**config.mk**
```make
export PLATFORM = sky130hd
export DESIGN_NAME = tid_core
export DESIGN_NICKNAME = d
export VERILOG_FILES = /design/src/core/tid_pkg.sv /design/src/core/tid_core.sv /design/src/core/tid_addr_gen.sv
export SDC_FILE = /design/constraint.sdc
export NUM_CORES = 1
export LEC_CHECK = 0
export BUFFER_PORTS_ARGS = -buffer_cell sky130_fd_sc_hd__buf_2
export CAP_MARGIN = 20
export CORE_MARGIN = 2
export CORE_UTILIZATION = 60
export DETAILED_ROUTE_END_ITERATION = 6
export PLACE_DENSITY = 0.81
export SLEW_MARGIN = 20
export SYNTH_ARGS = -nofsm -noshare
export SYNTH_HDL_FRONTEND = slang
export SYNTH_HIERARCHICAL = 1
export SYNTH_SLANG_ARGS = --single-unit
```
**constraint.sdc**
```tcl
create_clock -name clk_i -period 4.6 [get_ports clk_i]
set_input_delay 1.38 -clock clk_i [delete_from_list [all_inputs] [get_ports clk_i]]
set_output_delay 1.38 -clock clk_i [all_outputs]
set_load 0.03 [all_outputs]
```
**src/core/tid_pkg.sv**
```systemverilog
// Purpose: Shared types and constants for the transfer instruction decoder
// Assumes: Byte-wide unified memory port, read data returns with a valid pulse
// Notes: Opcode names describe the operation; ranges are given by their base code
package tid_pkg;

	// Architectural widths
	localparam int unsigned BYTE_W = 8;
	localparam int unsigned WORD_W = 16;
	localparam int unsigned BANK_W = 5;
	localparam int unsigned REGNO_W = 3;

	// Reset values
	localparam logic [15:0] RESET_PC = 16'h0000;
	localparam logic [15:0] RESET_WORD = 16'h0000;
	localparam logic [7:0] RESET_CCR = 8'h00;
	localparam logic [4:0] RESET_BANK = 5'h00;

	// Data space layout: banks of general registers and page zero
	localparam logic [15:0] GREG_BASE = 16'h0100;
	localparam logic [7:0] PAGE_ZERO_HI = 8'h00;

	// Flag positions in the flag register, bank pointer position in the status word
	localparam int unsigned FLAG_N = 3;
	localparam int unsigned FLAG_Z = 2;
	localparam int unsigned FLAG_V = 1;
	localparam int unsigned FLAG_C = 0;
	localparam int unsigned PSW_BANK_LSB = 11;

	// Instruction lengths in bytes, and byte access counts
	localparam logic [1:0] LEN1 = 2'h1;
	localparam logic [1:0] LEN2 = 2'h2;
	localparam logic [1:0] LEN3 = 2'h3;
	localparam logic [1:0] CNT0 = 2'h0;
	localparam logic [1:0] CNT1 = 2'h1;
	localparam logic [1:0] CNT2 = 2'h2;

	// Byte moves
	localparam logic [7:0] OP_ST_DIR = 8'h45;
	localparam logic [7:0] OP_ST_IX = 8'h46;
	localparam logic [7:0] OP_ST_EXT = 8'h61;
	localparam logic [7:0] OP_ST_EP = 8'h47;
	localparam logic [7:0] OP_ST_REG = 8'h48;
	localparam logic [7:0] OP_LD_IMM = 8'h04;
	localparam logic [7:0] OP_LD_DIR = 8'h05;
	localparam logic [7:0] OP_LD_IX = 8'h06;
	localparam logic [7:0] OP_LD_EXT = 8'h60;
	localparam logic [7:0] OP_LD_ACC = 8'h92;
	localparam logic [7:0] OP_LD_EP = 8'h07;
	localparam logic [7:0] OP_LD_REG = 8'h08;
	localparam logic [7:0] OP_SI_DIR = 8'h85;
	localparam logic [7:0] OP_SI_IX = 8'h86;
	localparam logic [7:0] OP_SI_EP = 8'h87;
	localparam logic [7:0] OP_SI_REG = 8'h88;
	localparam logic [7:0] OP_ST_TMP = 8'h82;
	// Word moves
	localparam logic [7:0] OP_SW_DIR = 8'hD5;
	localparam logic [7:0] OP_SW_IX = 8'hD6;
	localparam logic [7:0] OP_SW_EXT = 8'hD4;
	localparam logic [7:0] OP_SW_EP = 8'hD7;
	localparam logic [7:0] OP_LW_IMM = 8'hE4;
	localparam logic [7:0] OP_LW_DIR = 8'hC5;
	localparam logic [7:0] OP_LW_IX = 8'hC6;
	localparam logic [7:0] OP_LW_EXT = 8'hC4;
	localparam logic [7:0] OP_LW_ACC = 8'h93;
	localparam logic [7:0] OP_LW_EP = 8'hC7;
	localparam logic [7:0] OP_SW_TMP = 8'h83;
	// Bit operations
	localparam logic [7:0] OP_BSET = 8'hA8;
	localparam logic [7:0] OP_BCLR = 8'hA0;
	// Register-only operations
	localparam logic [7:0] OP_NOP = 8'h00;
	localparam logic [7:0] OP_SWAP = 8'h10;
	localparam logic [7:0] OP_TRADE_LO = 8'h42;
	localparam logic [7:0] OP_TRADE_T = 8'h43;
	localparam logic [7:0] OP_A_PSW = 8'h70;
	localparam logic [7:0] OP_PSW_A = 8'h71;
	localparam logic [7:0] OP_SP_A = 8'hE1;
	localparam logic [7:0] OP_IX_A = 8'hE2;
	localparam logic [7:0] OP_EP_A = 8'hE3;
	localparam logic [7:0] OP_A_PC = 8'hF0;
	localparam logic [7:0] OP_A_SP = 8'hF1;
	localparam logic [7:0] OP_A_IX = 8'hF2;
	localparam logic [7:0] OP_A_EP = 8'hF3;
	localparam logic [7:0] OP_TRADE_SP = 8'hF5;
	localparam logic [7:0] OP_TRADE_IX = 8'hF6;
	localparam logic [7:0] OP_TRADE_EP = 8'hF7;
	localparam logic [7:0] OP_SP_IMM = 8'hE5;
	localparam logic [7:0] OP_IX_IMM = 8'hE6;
	localparam logic [7:0] OP_EP_IMM = 8'hE7;

	typedef enum logic [2:0] {
		ST_FETCH = 3'b000,
		ST_OPND = 3'b001,
		ST_ADDR = 3'b010,
		ST_READ = 3'b011,
		ST_WRITE = 3'b100,
		ST_EXEC = 3'b101
	} tid_state_type;

	typedef enum logic [2:0] {
		AM_NONE = 3'b000,
		AM_DIR = 3'b001,
		AM_IX = 3'b010,
		AM_EXT = 3'b011,
		AM_EP = 3'b100,
		AM_REG = 3'b101,
		AM_ACC = 3'b110
	} tid_amode_type;

	typedef enum logic [3:0] {
		K_NOP = 4'b0000,
		K_LDB = 4'b0001,
		K_LDW = 4'b0010,
		K_STA = 4'b0011,
		K_STW = 4'b0100,
		K_STI = 4'b0101,
		K_STT = 4'b0110,
		K_STTW = 4'b0111,
		K_BSET = 4'b1000,
		K_BCLR = 4'b1001,
		K_REG = 4'b1010,
		K_BAD = 4'b1011
	} tid_kind_type;

	typedef struct packed {
		logic [1:0] len;
		tid_amode_type amode;
		tid_kind_type kind;
		logic [1:0] nrd;
		logic [1:0] nwr;
	} tid_dec_type;

	typedef struct packed {
		logic [15:0] addr;
		logic rd;
		logic wr;
		logic [7:0] wdata;
	} tid_mem_type;

	typedef struct packed {
		logic [15:0] pc;
		logic [15:0] sp;
		logic [15:0] ix;
		logic [15:0] ep;
		logic [15:0] acc;
		logic [15:0] tmp;
		logic [7:0] flag_register;
		logic [4:0] bank;
	} tid_arch_type;

endpackage : tid_pkg

```
**src/core/tid_core.sv**
```systemverilog
// Purpose: Fetch, decode and execute the data-transfer instruction group
// Assumes: Single byte memory port; writes complete on the strobe cycle
// Notes: One memory access is outstanding at a time; unknown codes act as no-ops
`timescale 1ns/1ps
`default_nettype none

// Notes on behaviour
// - Accumulator is 16 bits, used as 8 or 16, with separate high and low bytes.
// - Temporary accumulator likewise byte or word, high and low bytes separately usable.
// - Index, extra pointer, program counter and stack pointer are 16-bit registers.
// - Status word is 16 bits: 8-bit flag register plus 5-bit bank pointer.
// - Each bank holds eight byte general registers numbered zero to seven.
// - Operands: page-zero, offset, branch 8 bits; address 16; vector 3; bit 8:3.
// - Word store puts acc high at address, acc low at address plus one.
// - Byte load copies old acc low to temp low only; sets N and Z.
// - Word load: high from address, low from next; old acc to temp; N, Z.
// - Range opcodes fill every code; low three bits pick register or bit.
// - Operand bytes follow the opcode in assembler operand order.
// - Pointer word store writes temp high at acc address, temp low next.
// - Only the flags marked for an instruction change; all others hold.
// - Acc high gets upper result byte where written; unmarked registers hold.
// - Values copied to temp are those held before the instruction began.
module tid_core
	import tid_pkg::*;
(
	input wire logic clk_i,
	input wire logic arst_n_i,
	input wire logic [7:0] mem_rdata_i,
	input wire logic mem_rvalid_i,
	output tid_mem_type mem_o,
	output tid_arch_type arch_o,
	output logic instr_done_o,
	output logic illegal_o
);

	typedef struct packed {
		tid_state_type st;
		tid_arch_type arch;
		logic [7:0] op;
		logic [7:0] opnd1;
		logic [7:0] opnd2;
		logic [15:0] ea;
		logic [15:0] data;
		logic [1:0] cnt;
		logic pend;
		tid_mem_type mem;
		logic done;
		logic bad;
	} tid_core_type;

	tid_core_type q, d;
	tid_dec_type dec;
	logic [7:0] key;
	logic [15:0] ea;
	logic [7:0] wbyte;
	logic [7:0] bitmask;

	always_comb begin
		key = q.op;
		if (q.op[7:3] == OP_ST_REG[7:3] || q.op[7:3] == OP_LD_REG[7:3] || q.op[7:3] == OP_SI_REG[7:3]
			|| q.op[7:3] == OP_BSET[7:3] || q.op[7:3] == OP_BCLR[7:3]) begin
			key = {q.op[7:3], 3'b000};
		end
	end

	always_comb begin
		case (key)
			OP_ST_DIR: dec = '{LEN2, AM_DIR, K_STA, CNT0, CNT1};
			OP_ST_IX: dec = '{LEN2, AM_IX, K_STA, CNT0, CNT1};
			OP_ST_EXT: dec = '{LEN3, AM_EXT, K_STA, CNT0, CNT1};
			OP_ST_EP: dec = '{LEN1, AM_EP, K_STA, CNT0, CNT1};
			OP_ST_REG: dec = '{LEN1, AM_REG, K_STA, CNT0, CNT1};
			OP_LD_IMM: dec = '{LEN2, AM_NONE, K_LDB, CNT0, CNT0};
			OP_LD_DIR: dec = '{LEN2, AM_DIR, K_LDB, CNT1, CNT0};
			OP_LD_IX: dec = '{LEN2, AM_IX, K_LDB, CNT1, CNT0};
			OP_LD_EXT: dec = '{LEN3, AM_EXT, K_LDB, CNT1, CNT0};
			OP_LD_ACC: dec = '{LEN1, AM_ACC, K_LDB, CNT1, CNT0};
			OP_LD_EP: dec = '{LEN1, AM_EP, K_LDB, CNT1, CNT0};
			OP_LD_REG: dec = '{LEN1, AM_REG, K_LDB, CNT1, CNT0};
			OP_SI_DIR: dec = '{LEN3, AM_DIR, K_STI, CNT0, CNT1};
			OP_SI_IX: dec = '{LEN3, AM_IX, K_STI, CNT0, CNT1};
			OP_SI_EP: dec = '{LEN2, AM_EP, K_STI, CNT0, CNT1};
			OP_SI_REG: dec = '{LEN2, AM_REG, K_STI, CNT0, CNT1};
			OP_ST_TMP: dec = '{LEN1, AM_ACC, K_STT, CNT0, CNT1};
			OP_SW_DIR: dec = '{LEN2, AM_DIR, K_STW, CNT0, CNT2};
			OP_SW_IX: dec = '{LEN2, AM_IX, K_STW, CNT0, CNT2};
			OP_SW_EXT: dec = '{LEN3, AM_EXT, K_STW, CNT0, CNT2};
			OP_SW_EP: dec = '{LEN1, AM_EP, K_STW, CNT0, CNT2};
			OP_LW_IMM: dec = '{LEN3, AM_NONE, K_LDW, CNT0, CNT0};
			OP_LW_DIR: dec = '{LEN2, AM_DIR, K_LDW, CNT2, CNT0};
			OP_LW_IX: dec = '{LEN2, AM_IX, K_LDW, CNT2, CNT0};
			OP_LW_EXT: dec = '{LEN3, AM_EXT, K_LDW, CNT2, CNT0};
			OP_LW_ACC: dec = '{LEN1, AM_ACC, K_LDW, CNT2, CNT0};
			OP_LW_EP: dec = '{LEN1, AM_EP, K_LDW, CNT2, CNT0};
			OP_SW_TMP: dec = '{LEN1, AM_ACC, K_STTW, CNT0, CNT2};
			OP_BSET: dec = '{LEN2, AM_DIR, K_BSET, CNT1, CNT1};
			OP_BCLR: dec = '{LEN2, AM_DIR, K_BCLR, CNT1, CNT1};
			OP_NOP, OP_SWAP, OP_TRADE_LO, OP_TRADE_T, OP_A_PSW, OP_PSW_A, OP_SP_A, OP_IX_A, OP_EP_A,
			OP_A_PC, OP_A_SP, OP_A_IX, OP_A_EP, OP_TRADE_SP, OP_TRADE_IX, OP_TRADE_EP:
				dec = '{LEN1, AM_NONE, K_REG, CNT0, CNT0};
			OP_SP_IMM, OP_IX_IMM, OP_EP_IMM: dec = '{LEN3, AM_NONE, K_REG, CNT0, CNT0};
			default: dec = '{LEN1, AM_NONE, K_BAD, CNT0, CNT0};
		endcase
	end

	tid_addr_gen u_addr_gen (
		.amode_i(dec.amode),
		.opnd1_i(q.opnd1),
		.opnd2_i(q.opnd2),
		.regno_i(q.op[2:0]),
		.bank_i(q.arch.bank),
		.ix_i(q.arch.ix),
		.ep_i(q.arch.ep),
		.acc_i(q.arch.acc),
		.ea_o(ea)
	);

	// Outgoing byte for each write slot
	always_comb begin
		bitmask = 8'h01 << q.op[2:0];
		case (dec.kind)
			K_STW: wbyte = (q.cnt == CNT0) ? q.arch.acc[15:8] : q.arch.acc[7:0];
			K_STTW: wbyte = (q.cnt == CNT0) ? q.arch.tmp[15:8] : q.arch.tmp[7:0];
			K_STT: wbyte = q.arch.tmp[7:0];
			K_STI: wbyte = (dec.len == LEN3) ? q.opnd2 : q.opnd1;
			K_BSET: wbyte = q.data[7:0] | bitmask;
			K_BCLR: wbyte = q.data[7:0] & ~bitmask;
			default: wbyte = q.arch.acc[7:0];
		endcase
	end

	// Sequencer and execution
	always_comb begin
		d = q;
		d.mem.rd = 1'b0;
		d.mem.wr = 1'b0;
		d.done = 1'b0;
		case (q.st)
			ST_FETCH: begin
				if (!q.pend) begin
					d.mem.rd = 1'b1;
					d.mem.addr = q.arch.pc;
					d.pend = 1'b1;
				end else if (mem_rvalid_i) begin
					d.op = mem_rdata_i;
					d.pend = 1'b0;
					d.arch.pc = q.arch.pc + 16'h0001;
					d.cnt = CNT0;
					d.st = ST_OPND;
				end
			end
			ST_OPND: begin
				if (q.cnt == dec.len - LEN1) begin
					d.st = ST_ADDR;
				end else if (!q.pend) begin
					d.mem.rd = 1'b1;
					d.mem.addr = q.arch.pc;
					d.pend = 1'b1;
				end else if (mem_rvalid_i) begin
					// first operand byte follows the opcode
					if (q.cnt == CNT0) begin
						d.opnd1 = mem_rdata_i;
					end else begin
						d.opnd2 = mem_rdata_i;
					end
					d.pend = 1'b0;
					d.arch.pc = q.arch.pc + 16'h0001;
					d.cnt = q.cnt + CNT1;
				end
			end
			ST_ADDR: begin
				d.ea = ea;
				d.data = (dec.len == LEN3) ? {q.opnd1, q.opnd2} : {8'h00, q.opnd1};
				d.cnt = CNT0;
				if (dec.nrd != CNT0) begin
					d.st = ST_READ;
				end else if (dec.nwr != CNT0) begin
					d.st = ST_WRITE;
				end else begin
					d.st = ST_EXEC;
				end
			end
			ST_READ: begin
				if (!q.pend) begin
					d.mem.rd = 1'b1;
					d.mem.addr = q.ea + {14'h0000, q.cnt};
					d.pend = 1'b1;
				end else if (mem_rvalid_i) begin
					if (dec.nrd == CNT2 && q.cnt == CNT0) begin
						d.data[15:8] = mem_rdata_i;
					end else begin
						d.data[7:0] = mem_rdata_i;
					end
					d.pend = 1'b0;
					d.cnt = q.cnt + CNT1;
					if (q.cnt + CNT1 == dec.nrd) begin
						d.cnt = CNT0;
						d.st = (dec.nwr != CNT0) ? ST_WRITE : ST_EXEC;
					end
				end
			end
			ST_WRITE: begin
				d.mem.wr = 1'b1;
				d.mem.addr = q.ea + {14'h0000, q.cnt};
				d.mem.wdata = wbyte;
				d.cnt = q.cnt + CNT1;
				if (q.cnt + CNT1 == dec.nwr) begin
					d.st = ST_EXEC;
				end
			end
			ST_EXEC: begin
				d.done = 1'b1;
				d.bad = (dec.kind == K_BAD);
				d.st = ST_FETCH;
				case (dec.kind)
					// byte load, old low byte to temp
					K_LDB: begin
						d.arch.tmp[7:0] = q.arch.acc[7:0];
						d.arch.acc[7:0] = q.data[7:0];
						d.arch.flag_register[FLAG_N] = q.data[7];
						d.arch.flag_register[FLAG_Z] = (q.data[7:0] == 8'h00);
					end
					K_LDW: begin
						// acc high takes upper result byte
						d.arch.tmp = q.arch.acc;
						d.arch.acc = q.data;
						d.arch.flag_register[FLAG_N] = q.data[15];
						d.arch.flag_register[FLAG_Z] = (q.data == 16'h0000);
					end
					K_REG: begin
						case (q.op)
							OP_SWAP: d.arch.acc = {q.arch.acc[7:0], q.arch.acc[15:8]};
							OP_TRADE_LO: begin
								d.arch.acc[7:0] = q.arch.tmp[7:0];
								d.arch.tmp[7:0] = q.arch.acc[7:0];
							end
							OP_TRADE_T: begin
								d.arch.acc = q.arch.tmp;
								d.arch.tmp = q.arch.acc;
							end
							OP_A_PSW: begin
								d.arch.acc = 16'h0000;
								d.arch.acc[PSW_BANK_LSB +: BANK_W] = q.arch.bank;
								d.arch.acc[BYTE_W-1:0] = q.arch.flag_register;
							end
							OP_PSW_A: begin
								d.arch.bank = q.arch.acc[PSW_BANK_LSB +: BANK_W];
								d.arch.flag_register = q.arch.acc[BYTE_W-1:0];
							end
							OP_SP_A: d.arch.sp = q.arch.acc;
							OP_IX_A: d.arch.ix = q.arch.acc;
							OP_EP_A: d.arch.ep = q.arch.acc;
							OP_A_PC: d.arch.acc = q.arch.pc;
							OP_A_SP: d.arch.acc = q.arch.sp;
							OP_A_IX: d.arch.acc = q.arch.ix;
							OP_A_EP: d.arch.acc = q.arch.ep;
							OP_TRADE_SP: begin
								d.arch.acc = q.arch.sp;
								d.arch.sp = q.arch.acc;
							end
							OP_TRADE_IX: begin
								d.arch.acc = q.arch.ix;
								d.arch.ix = q.arch.acc;
							end
							OP_TRADE_EP: begin
								d.arch.acc = q.arch.ep;
								d.arch.ep = q.arch.acc;
							end
							OP_SP_IMM: d.arch.sp = q.data;
							OP_IX_IMM: d.arch.ix = q.data;
							OP_EP_IMM: d.arch.ep = q.data;
							default: d.arch = q.arch;
						endcase
					end
					default: d.arch = q.arch;
				endcase
			end
			default: d.st = ST_FETCH;
		endcase
	end

	always_ff @(posedge clk_i or negedge arst_n_i) begin
		if (!arst_n_i) begin
			q <= '0;
			q.st <= ST_FETCH;
			q.arch.pc <= RESET_PC;
			q.arch.sp <= RESET_WORD;
			q.arch.ix <= RESET_WORD;
			q.arch.ep <= RESET_WORD;
			q.arch.acc <= RESET_WORD;
			q.arch.tmp <= RESET_WORD;
			q.arch.flag_register <= RESET_CCR;
			q.arch.bank <= RESET_BANK;
		end else begin
			q <= d;
		end
	end

	// Outputs straight from the state register
	assign mem_o = q.mem;
	assign arch_o = q.arch;
	assign instr_done_o = q.done;
	assign illegal_o = q.bad;

endmodule : tid_core
`default_nettype wire

```
**src/core/tid_addr_gen.sv**
```systemverilog
// Purpose: Effective address former for the transfer instruction decoder
// Assumes: Operand bytes already fetched; index offset is two's complement
// Notes: Purely combinational, the caller registers the result
`timescale 1ns/1ps
`default_nettype none
module tid_addr_gen
	import tid_pkg::*;
(
	input wire tid_amode_type amode_i,
	input wire logic [7:0] opnd1_i,
	input wire logic [7:0] opnd2_i,
	input wire logic [2:0] regno_i,
	input wire logic [4:0] bank_i,
	input wire logic [15:0] ix_i,
	input wire logic [15:0] ep_i,
	input wire logic [15:0] acc_i,
	output logic [15:0] ea_o
);

	logic [15:0] off_ext;

	// Offset is signed so an index can reach below its base
	assign off_ext = {{8{opnd1_i[7]}}, opnd1_i};

	// Mode select; general registers sit in data space by bank and number
	always_comb begin
		case (amode_i)
			AM_DIR: ea_o = {PAGE_ZERO_HI, opnd1_i};
			AM_IX: ea_o = ix_i + off_ext;
			AM_EXT: ea_o = {opnd1_i, opnd2_i};
			AM_EP: ea_o = ep_i;
			AM_REG: ea_o = GREG_BASE + {8'h00, bank_i, regno_i};
			AM_ACC: ea_o = acc_i;
			default: ea_o = 16'h0000;
		endcase
	end

endmodule : tid_addr_gen
`default_nettype wire

```
==> impl_metrics.env <==
export IMPL_instances_no_fill=1812
export IMPL_crit_path_frequent_cell="o21ai_0"
export IMPL_cp_cell_sequence="nand3b_1 > buf_4 > o32ai_1 > a211oi_1 > and3_4 > nand2_1 > nand2b_1 > ha_1 > mux2_2 > a222oi_1 > o21ai_0 > a221oi_1 > o21ai_0"
export IMPL_max_freq_mhz=234
export IMPL_die_h_um=156
export IMPL_start_kind="flop"
export IMPL_yosysWarnings=6
export IMPL_antenna_found_initial=1
export IMPL_cts_root_buffer_cell="clkbuf_16"
export IMPL_clock_path_buffers=2
export IMPL_fillers=1882
export IMPL_seq_power_share_pct=32.1
export IMPL_drt_total_wl_um=50200
export IMPL_synth_area_leaders="dfrtp_1 (36%), buf_4 (7.5%), mux2_2 (6.5%), mux2i_1 (5.1%), o21ai_0 (4.5%)"
export IMPL_drive_gt1_share_pct=22.7
export IMPL_run_status="finished, violations left"
export IMPL_setup_viol=0
export IMPL_clkTransAtPathRegs_ns=0.09
export IMPL_path_class="flop to flop"
export IMPL_leakagePower_nw=6.43
export IMPL_wl_met1_um=18500
export IMPL_dr_pass1_iters=7
export IMPL_ir_drop_mv=0.362
export IMPL_p_int_mw=4.87
export IMPL_slew_headroom_pct=25.9
export IMPL_grt_usage_pct=40.9
export IMPL_period_minus_slack_ns=4.27
export IMPL_multi_input_area_um2=7420
export IMPL_clock_power_share_pct=15.3
export IMPL_synth_top_area_share_pct=35.8
export IMPL_grt_setup_unrepaired="no"
export IMPL_combPwrFrac_pct=52.6
export IMPL_cpPeakStageDelay_ns=0.90
export IMPL_vias_per_cell=7.11
export IMPL_ys_seq_area_share_pct=35.8
export IMPL_initial_core_util_pct=61.2
export IMPL_final_setup_skew_ns=0.0195
export IMPL_clk_latency_ns=0.45
export IMPL_grt_max_degree=109
export IMPL_hold_viol=0
export IMPL_cts_sinks=199
export IMPL_syn_nets=1565
export IMPL_tightest_slew_ns=1.11
export IMPL_postSynth_asyncResetShare_pct=100
export IMPL_die_w_um=156
export IMPL_crit_required_ns=4.93
export IMPL_critPathCaptureType="flop"
export IMPL_portBuffers=147
export IMPL_syn2layout_area_growth_pct=5.16
export IMPL_first_global_vias=12000
export IMPL_route_detailed_wl_per_inst_um=27.7
export IMPL_yosysUniqueCellTypes=89
export IMPL_pin_count=148
export IMPL_post_dp_hpwl_um=36700
export IMPL_p_switching_mw=5.19
export IMPL_gp_congestion=1.02
export IMPL_crit_path_top_delay_cell="dfrtp_1"
export IMPL_cts_made_buffers=17
export IMPL_postSynthAreaPerCell_um2=9.08
export IMPL_cp_arrival_ns=4.59
export IMPL_swShare_pct=51.6
export IMPL_drv_cap=0
export IMPL_crit_fanout=22
export IMPL_powerDensity_nw_per_um2=688
export IMPL_htreeDepth=4
export IMPL_hold_buffers=0
export IMPL_antenna_violating_nets_post_route=0
export IMPL_holdPathStages=2
export IMPL_final_nets=1546
export IMPL_regArea_um2=4980
export IMPL_synth_largest_area_cell="dfrtp_1"
export IMPL_post_route_period_util_pct=92.7
export IMPL_wl_met2_um=21700
export IMPL_violations="DRC"
export IMPL_reg2reg_setup_slack_ns=0.33
export IMPL_grt_overflow=0
export IMPL_syn_area_um2=13900
export IMPL_grt_pass1_wl_um=74300
export IMPL_via_count=12900
export IMPL_fp_coreArea_um2=22700
export IMPL_post_route_drc_count=3
export IMPL_dieArea_um2=24400
export IMPL_slew_violations=0
export IMPL_reg2reg_depth=13
export IMPL_placementRows=55
export IMPL_yosys_register_bits=199
export IMPL_cts_tree="yes"
export IMPL_post_cts_setup_buffers=0
export IMPL_synth_edf_count=0
export IMPL_drt_iter0_markers=1965
export IMPL_highest_layer="met5"
export IMPL_ys_flop_type="dfrtp_1"
export IMPL_synthCells=1532
export IMPL_min_path_type="flop to flop"
export IMPL_final_setup_tns_ns=0
export IMPL_cts_resized=0
export IMPL_dp_cells=1779
export IMPL_dr_wl_met3_um=6190
==> per-stage QoR <==
step / worst slack [ns] / utilization, % / power (mW) / instance area [um^2] / hold WS [ns]
CTS: 0.452 / 64.3 / 9.78 / 14600 / 0.507
floorplan: 0.852 / - / 6.77 / 13900 / 0.451
global route: 0.102 / 64.4 / 10.4 / 14600 / 0.529
detailed placement: 0.476 / 61.7 / 8.25 / 14000 / 0.488
finish: 0.335 / 64.4 / 10.1 / 14600 / 0.502
global placement: 0.471 / 61.7 / 8.16 / 14000 / 0.478
==> power groups by stage <==
stage          sequential [mW]  clock [mW]  combinational (mW)
2_1_floorplan             2.60           0                4.17
6_report                  3.23        1.54                5.29
5_1_grt                   3.23        1.61                5.61
4_1_cts                   3.13        1.54                5.11
3_5_place_dp              3.17           0                5.08
3_3_place_gp              3.16           0                5.00
==> state kept, by name, summed over array words and instances, names as in the netlist <==
signal	count
mem_o	26
arch_o	109
q	62
instr_done_o	1
illegal_o	1
==> critical path, delay by kind of cell (launching register included) <==
family / cells / cell delay, ns
AO/OA/AOI/OAI: 6 / 1.52
flip-flops: 1 / 0.90
AND/OR/NAND/NOR: 4 / 0.69
buffers and inverters: 1 / 0.16
adder cells (fa/ha/maj): 1 / 0.44
multiplexers: 1 / 0.44
==> Yosys cell counts, drive strengths merged (20+ instances only) <==
cell type and instances:
inv 33, a22o 21, o21ai 127, mux2i 71
buf 170, mux2 96, a22oi 51, nand3 29
nor3 29, a21oi 77, nand2 161, ha 20
clkbuf 62, dfrtp 199, nor4 23, xnor2 36
nor2 93
==> logic make-up (layout without fill, tap and decap cells) <==
group | count (synthesis) | after routing | synth area share [%]
AOI/OAI and AO/OA | 405 | 405 | 19.6
xor gates and xnor gates | 51 | 51 | 3.21
adders and majority gates | 22 | 22 | 2.09
buffers and inverters | 267 | 261 | 11.3
DFF | 199 | 199 | 35.8
muxes | 167 | 167 | 13.1
other | 0 | 1 | 0
and+or+nand+nor | 421 | 421 | 14.9
==> cells in the final DEF, fill, tap and decap left out, types with 29 or more instances in the layout <==
master,count
a21oi_1,76
a22oi_1,51
buf_2,146
buf_4,46
dfrtp_1,199
inv_1,33
mux2_2,80
mux2i_1,71
nand2_1,161
nand3_1,29
nor2_1,93
o21ai_0,125
xnor2_1,36
==> final timing paths <==
kind | startpoint | endpoint
max | q[81] | mem_o[7]
min | mem_o[7] | mem_o[7]
max reg2reg | q[81] | mem_o[7]
min reg2reg | mem_o[7] | mem_o[7]
max in group asynchronous | arst_n_i | arch_o[14]
min in group asynchronous | arst_n_i | arch_o[74]
==> cell type report <==
cell class | count | area share (%)
Inverter | 34 | 0.873
Timing Repair Buffer | 195 | 7.73
Multi-Input combinational cell | 1066 | 50.8
Sequential cell | 199 | 34.1
Tap cell | 285 | 2.44
Antenna cell | 1 | 0.0171
Clock buffer | 17 | 2.91
Clock inverter | 15 | 1.23
==> routing by layer <==
layer	vias to the layer above	GRT usage, %
met5	-	0
met1	6173	53.4
met2	1020	62.1
met3	277	10.1
met4	2	23.9
li1	5406	-
(Power assumes the default switching activity.)
